### src/verilog/wdc_pkg.sv
// package for the watchdog channel 1 control/status block
package wdc_pkg;
    localparam int unsigned CTRL_W = 8;
    localparam int unsigned CNT_W = 8;
    localparam logic [2:0] BIT_OVF = 3'h7;
    localparam logic [2:0] BIT_MODE = 3'h6;
    localparam logic [2:0] BIT_RUN = 3'h5;
    localparam logic [2:0] BIT_PSS = 3'h4;
    localparam logic [2:0] BIT_RSTNMI = 3'h3;
    localparam logic [7:0] CTRL_RESET = 8'h00;
    localparam logic [7:0] CNT_RESET = 8'h00;
    localparam logic [7:0] CNT_MAX = 8'hFF;
    localparam int unsigned MAIN_PRE_W = 17;
    localparam int unsigned SUB_PRE_W = 8;
    localparam int unsigned REQ_CYCLES = 516;
    localparam logic [9:0] REQ_LEN = 10'(REQ_CYCLES);

    typedef enum logic {
        WDC_MODE_INTERVAL,
        WDC_MODE_WATCHDOG
    } wdc_mode_type;

    // register access strobes from the cpu side
    typedef struct packed {
        logic ctrl_rd;
        logic ctrl_wr;
        logic cnt_wr;
        logic [7:0] wdata;
    } wdc_acc_type;

    // divider tap of the main prescaler per code: /2,/64,/128,/512,/2048,/8192,/32768,/131072
    function automatic logic [4:0] wdc_main_tap(input logic [2:0] code);
        case (code)
            3'h0: wdc_main_tap = 5'h00;
            3'h1: wdc_main_tap = 5'h05;
            3'h2: wdc_main_tap = 5'h06;
            3'h3: wdc_main_tap = 5'h08;
            3'h4: wdc_main_tap = 5'h0A;
            3'h5: wdc_main_tap = 5'h0C;
            3'h6: wdc_main_tap = 5'h0E;
            default: wdc_main_tap = 5'h10;
        endcase
    endfunction : wdc_main_tap
endpackage : wdc_pkg

### src/verilog/wdc_prescaler.sv
// free-running prescaler giving a one-cycle tick at a chosen power-of-two tap
`timescale 1ns/1ps
`default_nettype none
module wdc_prescaler #(
    parameter int unsigned WIDTH = 17
) (
    input wire logic i_core_clk,
    input wire logic i_rst,
    input wire logic i_step,
    input wire logic [4:0] i_tap,
    output logic o_tick
);
    logic [WIDTH-1:0] cnt_r;
    logic [WIDTH-1:0] cnt_nxt;
    logic tick_nxt;

    always_comb begin
        cnt_nxt = cnt_r;
        tick_nxt = 1'b0;
        if (i_step) begin
            cnt_nxt = cnt_r + {{(WIDTH-1){1'b0}}, 1'b1};
            // tick when all bits up to the tap roll over: period 2^(tap+1)
            tick_nxt = &(cnt_r | ~((({{(WIDTH-1){1'b0}}, 1'b1}) << (i_tap + 5'h01))
                - {{(WIDTH-1){1'b0}}, 1'b1}));
        end
    end

    always_ff @(posedge i_core_clk) begin
        if (i_rst) begin
            cnt_r <= '0;
            o_tick <= 1'b0;
        end else begin
            cnt_r <= cnt_nxt;
            o_tick <= tick_nxt;
        end
    end
endmodule : wdc_prescaler
`default_nettype wire

### src/verilog/wdc_ctrl.sv
// watchdog channel 1 counter, control/status register and overflow requests
// Contract
// - overflow flag sets when counter wraps from FF to 00.
// - internal reset from watchdog overflow clears the overflow flag automatically.
// - flag clears only on write 0 after reading it as 1, or on internal reset from watchdog overflow.
// - writing 1 to the overflow flag leaves it unchanged.
// - bit 6 selects interval (0) or watchdog (1) mode, reset 0.
// - run bit 5 set starts counting on selected clock.
// - clearing run bit stops counter and forces it to zero.
// - bit 4 selects main prescaler (0) or sub-clock prescaler (1).
// - bit 3 selects NMI (0) or internal reset (1) on watchdog overflow.
// - main codes select clock divided by 2 through 131072.
// - sub codes select sub-clock divided by 2 through 256.
// - overflow period is 256 selected ticks starting from zero.
// - counter is an 8-bit software readable and writable up-counter.
// - interval mode raises interval interrupt when overflow sets the flag.
// - watchdog overflow asserts reset or NMI request for 516 clocks.
`timescale 1ns/1ps
`default_nettype none
module wdc_ctrl (
    input wire logic i_core_clk,
    input wire logic i_rst,
    input wire wdc_pkg::wdc_acc_type i_acc,
    input wire logic i_sub_clk,
    output logic [7:0] o_ctrl_rdata,
    output logic [7:0] o_cnt_rdata,
    output logic o_interval_irq,
    output logic o_nmi_req,
    output logic o_reset_req
);
    logic [7:0] ctrl_r;
    logic [7:0] ctrl_nxt;
    logic [7:0] cnt_r;
    logic [7:0] cnt_nxt;
    logic armed_r;
    logic armed_nxt;
    logic [9:0] req_cnt_r;
    logic [9:0] req_cnt_nxt;
    logic req_rst_r;
    logic req_rst_nxt;
    logic irq_r;
    logic irq_nxt;
    logic sub_s1_r;
    logic sub_s2_r;
    logic sub_s3_r;
    logic sub_rise;
    logic main_tick;
    logic sub_tick;
    logic sel_tick;
    logic ovf_evt;
    logic run;
    logic watchdog;

    assign run = ctrl_r[wdc_pkg::BIT_RUN];
    assign watchdog = (ctrl_r[wdc_pkg::BIT_MODE] == wdc_pkg::WDC_MODE_WATCHDOG);

    // sub clock is slow; sampled as a level then edge-detected past the second stage
    always_ff @(posedge i_core_clk) begin
        if (i_rst) begin
            sub_s1_r <= 1'b0;
            sub_s2_r <= 1'b0;
            sub_s3_r <= 1'b0;
        end else begin
            sub_s1_r <= i_sub_clk;
            sub_s2_r <= sub_s1_r;
            sub_s3_r <= sub_s2_r;
        end
    end
    assign sub_rise = sub_s2_r & ~sub_s3_r;

    wdc_prescaler #(.WIDTH(wdc_pkg::MAIN_PRE_W)) u_main_pre (
        .i_core_clk(i_core_clk),
        .i_rst(i_rst),
        .i_step(1'b1),
        .i_tap(wdc_pkg::wdc_main_tap(ctrl_r[2:0])),
        .o_tick(main_tick)
    );

    wdc_prescaler #(.WIDTH(wdc_pkg::SUB_PRE_W)) u_sub_pre (
        .i_core_clk(i_core_clk),
        .i_rst(i_rst),
        .i_step(sub_rise),
        .i_tap({2'b00, ctrl_r[2:0]}),
        .o_tick(sub_tick)
    );

    assign sel_tick = ctrl_r[wdc_pkg::BIT_PSS] ? sub_tick : main_tick;
    assign ovf_evt = run && sel_tick && !i_acc.cnt_wr && (cnt_r == wdc_pkg::CNT_MAX);

    always_comb begin
        cnt_nxt = cnt_r;
        if (i_acc.cnt_wr) begin
            cnt_nxt = i_acc.wdata;
        end else if (run && sel_tick) begin
            cnt_nxt = cnt_r + 8'h01;
        end
        if (!run || req_rst_r) begin
            cnt_nxt = wdc_pkg::CNT_RESET;
        end
    end

    always_comb begin
        ctrl_nxt = ctrl_r;
        armed_nxt = armed_r;
        if (i_acc.ctrl_rd && ctrl_r[wdc_pkg::BIT_OVF]) begin
            armed_nxt = 1'b1;
        end
        if (i_acc.ctrl_wr) begin
            ctrl_nxt[6:0] = i_acc.wdata[6:0];
            if (armed_r && !i_acc.wdata[wdc_pkg::BIT_OVF]) begin
                ctrl_nxt[wdc_pkg::BIT_OVF] = 1'b0;
                armed_nxt = 1'b0;
            end
        end
        // a new overflow wins over a clear in the same cycle
        if (ovf_evt) begin
            ctrl_nxt[wdc_pkg::BIT_OVF] = 1'b1;
        end
        // internal reset: flag and control cleared as the counter block resets
        if (req_rst_r && req_cnt_r == 10'h001) begin
            ctrl_nxt = wdc_pkg::CTRL_RESET;
            armed_nxt = 1'b0;
        end
    end

    always_comb begin
        req_cnt_nxt = req_cnt_r;
        req_rst_nxt = req_rst_r;
        irq_nxt = ovf_evt && !watchdog;
        if (req_cnt_r != 10'h000) begin
            req_cnt_nxt = req_cnt_r - 10'h001;
        end else begin
            req_rst_nxt = 1'b0;
        end
        if (ovf_evt && watchdog && req_cnt_r == 10'h000) begin
            req_cnt_nxt = wdc_pkg::REQ_LEN;
            req_rst_nxt = ctrl_r[wdc_pkg::BIT_RSTNMI];
        end
    end

    always_ff @(posedge i_core_clk) begin
        if (i_rst) begin
            ctrl_r <= wdc_pkg::CTRL_RESET;
            cnt_r <= wdc_pkg::CNT_RESET;
            armed_r <= 1'b0;
            req_cnt_r <= 10'h000;
            req_rst_r <= 1'b0;
            irq_r <= 1'b0;
        end else begin
            ctrl_r <= ctrl_nxt;
            cnt_r <= cnt_nxt;
            armed_r <= armed_nxt;
            req_cnt_r <= req_cnt_nxt;
            req_rst_r <= req_rst_nxt;
            irq_r <= irq_nxt;
        end
    end

    assign o_ctrl_rdata = ctrl_r;
    assign o_cnt_rdata = cnt_r;
    assign o_interval_irq = irq_r;
    assign o_reset_req = (req_cnt_r != 10'h000) && req_rst_r;
    assign o_nmi_req = (req_cnt_r != 10'h000) && !req_rst_r;
endmodule : wdc_ctrl
`default_nettype wire

### config.mk
export PLATFORM = sky130hd
export DESIGN_NAME = wdc_ctrl
export DESIGN_NICKNAME = d
export VERILOG_FILES = /design/src/verilog/wdc_pkg.sv /design/src/verilog/wdc_prescaler.sv /design/src/verilog/wdc_ctrl.sv
export SDC_FILE = /design/constraint.sdc
export NUM_CORES = 1
export LEC_CHECK = 0
export BUFFER_PORTS_ARGS = -buffer_cell sky130_fd_sc_hd__buf_4
export CORE_ASPECT_RATIO = 1.1
export CORE_UTILIZATION = 60
export CTS_CLUSTER_DIAMETER = 150
export DETAILED_ROUTE_END_ITERATION = 12
export HOLD_SLACK_MARGIN = 0.1
export PLACE_DENSITY = 0.88
export SLEW_MARGIN = 20
export SYNTH_ARGS = -nofsm -noshare
export SYNTH_HDL_FRONTEND = slang
export SYNTH_SLANG_ARGS = --single-unit
### constraint.sdc
create_clock -name i_core_clk -period 4.6 [get_ports i_core_clk]
set_input_delay 1.15 -clock i_core_clk [delete_from_list [all_inputs] [get_ports i_core_clk]]
set_output_delay 1.15 -clock i_core_clk [all_outputs]
set_load 0.05 [all_outputs]
Yosys cells after proc, flatten, opt, wreduce, memory -nomap -nowiden
Index checks and enable logic that the tools add are counted.
Widths: inputs -> output; s select.
{"block": "totals", "word_cells": 86, "regBits": 59}
{"block": "op_classes", "reduce_logical": 31, "add_sub_neg": 8, "shifts": 2, "bitwise": 7, "muxes": 14, "n_eq_ne": 9}
{"op": "$pmux 5 s7", "count": 1}
{"op": "$mux 8", "count": 3}
{"op": "$mux 10", "count": 2}
{"op": "$add 17x1->17 const B", "count": 1}
{"op": "$not 17->17", "count": 1}
{"op": "$or 17x17->17", "count": 1}
{"op": "$reduce_and 17->1", "count": 1}
{"op": "$shl 1x5->17 const A", "count": 1}
{"op": "$sub 17x1->17 const B", "count": 1}
{"op": "$add 8x1->8 const B", "count": 2}
{"op": "$logic_and 1x1->1", "count": 11}
{"op": "$eq 10x1->1 const B", "count": 1}
{"op": "$logic_not 10->1", "count": 1}
{"op": "$reduce_bool 10->1", "count": 1}
{"op": "$sub 10x1->10 const B", "count": 1}
{"op": "$eq 3x3->1 const B", "count": 3}
{"op": "$eq 8x8->1 const B", "count": 1}
{"op": "$mux 1", "count": 8}
{"op": "$not 8->8", "count": 1}
{"op": "$or 8x8->8", "count": 1}
{"op": "$reduce_and 8->1", "count": 1}
{"op": "$reduce_bool 2->1", "count": 4}
{"op": "$reduce_or 2->1", "count": 4}
{"op": "$shl 1x5->8 const A", "count": 1}
{"op": "12 further kinds", "count": 18}

Logic depth before layout (Yosys ltp)
{"block": "logic_depth", "depth_word": 8, "ltp_mapped": 10, "mapped_depth_nobuf": 9}

Hierarchy
Synthesis repeated with hierarchy kept, for this count alone.
{"block": "hier_totals", "hier_cells": 427, "hier_area_um2": 3395.8}
{"module": "wdc_ctrl", "seq_area_each_um2": 640.6, "cells_each": 174, "area_per_inst_um2": 1508.9, "instances": 1}
{"module": "wdc_prescaler (u_main_pre)", "seq_area_each_um2": 360.3, "cells_each": 163, "area_per_inst_um2": 1189.9, "instances": 1}
{"module": "wdc_prescaler (u_sub_pre)", "seq_area_each_um2": 180.2, "cells_each": 90, "area_per_inst_um2": 696.9, "instances": 1}

Worst setup path after synthesis
OpenSTA, ideal clock, no wires.
{"block": "synth_path", "path_kind": "reg-to-output", "startpoint": "reg req_cnt_r[0]", "endpoint": "out o_reset_req", "slack_ns": 1.743, "arrival_ns": 1.707, "stages_incl_launch_ff": 6, "required_ns": 3.450, "cell_sequence": "dfxtp_1 -> inv_1 -> ha_1 -> or3b_4 -> nor4_4 -> nor2b_1"}
{"block": "synth_between", "elab_chain_cells": 2}
{"item": "start, declared", "line": "wdc_ctrl.sv:37", "source": "logic [9:0] req_cnt_r;"}
{"item": "start signal, assigned", "line": "wdc_ctrl.sv:153", "source": "req_cnt_r <= req_cnt_nxt;"}
{"item": "$reduce_bool 10->1", "line": "wdc_ctrl.sv:162", "source": "assign o_reset_req = (req_cnt_r != 10'h000) && req_rst_r;"}
{"item": "$logic_and 1x1->1", "line": "wdc_ctrl.sv:162"}
{"item": "end, declared", "line": "wdc_ctrl.sv:29", "source": "output logic o_reset_req"}
Every way passes these cells.

Worst setup path after layout
Same ends and word-level chain as after synthesis.

==> metrics.csv <==
stage,metric,value,unit
status,status,"finished, final reports clean",
critical_path,worst-case reg-to-reg path depth,9,
cts,Clock transition at path regs,0.06,ns
sta,final setup fails,0,
logic_synthesis,synth top area cells,"dfxtp_1 (41%), nor2_1 (7.9%), mux2i_1 (5.9%)",
floorplan,CORE AREA,0.00462,mm²
sta,Slew headroom,65.8,%
logic_synthesis,Synth top area share,41.2,%
power,P per Cell Area,402,mW/mm²
critical_path,Critical Path RT,3.45,ns
detailed_routing,WL final,5940,µm
cts,CTS Hold Bufs,0,
critical_path,critical path's slowest cell,nor4_4,
floorplan,chip height,74.5,µm
sta,RSZ-0062 raised after global routing,no,
worst_hold_path,Hold Path Stages,1,
detailed_routing,routed vias,2434,
floorplan,Horiz. Die Dim,67.9,µm
critical_path,"slowest stage delay, CP",0.47,ns
critical_path,crit-path max FO,10,
logic_synthesis,Synth Cell Area,0.00287,mm²
cells_and_area,share of cells above drive strength 1,15.4,%
sta,"Hold Vio Cnt, Final",0,
floorplan,die area,0.00506,mm²
job,Max Cap Viol,0,
cells_and_area,"leading cell type in the layout, fill and taps excluded",nor2_1,
global_routing,global-route wire length before repair,9290,µm
cells_and_area,ant diodes,0,
critical_path,FF-to-FF setup slack,2.11,ns
cells_and_area,most frequent cells in the layout,"nor2_1 (60), dfxtp_1 (59), buf_4 (32)",
cells_and_area,"Area growth, synth to finish",15.1,%
floorplan,Initial Util,62.1,%
logic_synthesis,Synth Area per Inst,8.61,µm²
logic_synthesis,ys async rst share,0,%
global_routing,largest net degree at the start of global routing,45,
global_routing,vias in the first global route,2193,
critical_path,Worst Setup Path Type,reg -> out,
placed_design,port bufs,32,
logic_synthesis,post-synthesis cell type count,49,
detailed_routing,1st-iter DRT viols,107,
logic_synthesis,Synth Register Bits,59,
cells_and_area,Layout Nets,389,
global_routing,antenna violations before repair,0,
placed_design,placed instance area,0.00314,mm²
placed_design,Detailed Place HPWL,4170,µm
critical_path,worst reg2reg startpoint,o_ctrl_rdata[1]$_SDFFE_PP0P_,
sta,worst slew pin tran,0.510,ns
cts,CTS tree,done,
sta,post-layout minimum cycle time,3.38,ns
logic_synthesis,"area leader, netlist",dfxtp_1,
global_routing,global router's overall resource usage,24.9,%
critical_path,Worst setup EP type,primary output,
worst_hold_path,HP Class,reg -> reg,
critical_path,Arrival @ worst endpoint,2.23,ns
detailed_routing,Routed Antenna Nets,0,
power,Max rail drop VDD,0.000256,V
sta,period utilization,73.5,%
floorplan,Ports,33,
detailed_routing,vias per cell,5.71,
power,total leakage power,0.00138,µW
power,total power,1330,µW
worst_hold_path,Worst Hold Launch,sub_s2_r$_SDFF_PP0_,
logic_synthesis,Mapped Cells,333,
cts,Worst-Skew Late Latency,0.34,ns
cts,CTS buffer count,9,
floorplan,row count,26,
cts,root buf cell,clkbuf_8,
logic_synthesis,register area share after synthesis,41.2,%
cts,Max Buffers Root-to-Sink,2,
detailed_routing,routed length per instance,14.0,µm
cts,Clock Sinks,59,
logic_synthesis,Yosys Warn Count,0,
sta,hold slack,0.468,ns
sta,final slew viol count,0,
detailed_routing,DRC,0,
logic_synthesis,syn nets,356,
logic_synthesis,Synth Flop Type,dfxtp_1,
critical_path,CP startpoint kind,register,
sta,Sum Neg Setup Slack,0,ns
global_routing,global route overflow,0,
cells_and_area,post-route cell area,0.00330,mm²
sta,Setup Skew,0.00784,ns
critical_path,cells along the critical path,"inv_1, ha_1, or3b_4, nor4_4, nor2b_1, buf_4",
cts,H-tree depth,3,
cells_and_area,Fill cells,362,
logic_synthesis,"EDFF count, synth",0,
critical_path,reg-to-reg critical path endpoint,u_sub_pre.o_tick$_SDFF_PP0_,
worst_hold_path,Hold EP,sub_s3_r$_SDFF_PP0_,
cts,# resized after CTS,0,
detailed_routing,iteration count of the initial detailed-routing pass,4,
placed_design,GPL Wtd Cong,0.836,
sta,f_max,0.296,GHz
cts,"Setup Fix Bufs, Post-CTS",0,
-- cell families (layout without fill, tap and decap cells) --
kind of cell	after synthesis	in the layout	synth area share (%)
simple gates	151	151	26.9
flops	59	59	41.2
compound gates	42	42	9.08
xor+xnor	30	30	9.16
buf+inv	22	59	2.92
mux	19	19	6.72
fa+ha+maj	9	9	3.93
other cells	1	1	0.131
-- worst max path at each step --
stage,slack (ns),cells after the start,startpoint,end
after global placement,1.67,6,req_cnt_r[0]$_SDFFE_PP0N_,o_reset_req
after floorplan,1.74,5,req_cnt_r[0]$_SDFFE_PP0N_,o_reset_req
after CTS,1.19,6,req_cnt_r[0]$_SDFFE_PP0N_,o_reset_req
final,1.22,6,req_cnt_r[0]$_SDFFE_PP0N_,o_reset_req
after global routing,1.08,6,req_cnt_r[0]$_SDFFE_PP0N_,o_reset_req
after detailed placement,1.57,6,req_cnt_r[0]$_SDFFE_PP0N_,o_reset_req
-- report_power, final --
group	leakage, µW	internal [µW]	switching [µW]
Sequential	0.000480	548	44.2
Clock	0.0000860	204	190
Combinational	0.000817	149	189
-- cell type report --
cell class / instances / area, µm² / share of cell area, %
Timing Repair Buffer: 32 / 240 / 7.28
Clock inverter: 3 / 15.0 / 0.455
Clock buffer: 12 / 145 / 4.40
Sequential cell: 59 / 1180 / 35.8
Tap cell: 56 / 70.1 / 2.12
Multi-Input combinational cell: 252 / 1600 / 48.6
Inverter: 12 / 45.0 / 1.37
-- layer usage --
metal	vias up	GRT usage, %	part of all wire, %
met3	18	9.82	5.3
met5	-	0	0
li1	1218	-	-
met4	0	12.5	2.6
met2	65	41.9	51
met1	1133	26.9	41
-- registers in the layout, indices dropped and copies added, names as in the netlist, 8 cells and up --
register / count
o_cnt_rdata: 8
o_ctrl_rdata: 8
u_main_pre.cnt_r: 17
u_sub_pre.cnt_r: 8
req_cnt_r: 10
-- synthesized netlist by cell type (all sizes together) (3+ instances only) --
cell,instances
nor2b,8
clkbuf,9
nor2,60
a31oi,5
nand4,6
a211oi,3
xnor2,12
nor3,5
nand3,15
o21ai,9
and2,3
and3,4
a2111oi,3
a21oi,14
and4,3
inv,12
dfxtp,59
or3,6
ha,9
mux2i,17
nand2,25
xor2,18
nor4,3
-- worst max-delay path, delay by kind of cell (launching register included) --
kind          cells  cell delay [ns]
buf+inv           2             0.31
simple gates      3             1.04
flops             1             0.34
fa+ha+maj         1             0.21
-- stage by stage --
step,setup slack (ns),util [%],std cells
after floorplan,1.74,-,333
after global placement,1.67,68.0,411
after detailed placement,1.57,68.0,411
after CTS,1.19,71.4,426
after global routing,1.08,71.4,426
final,1.22,71.4,426
Power figures use the tool's default switching activity.
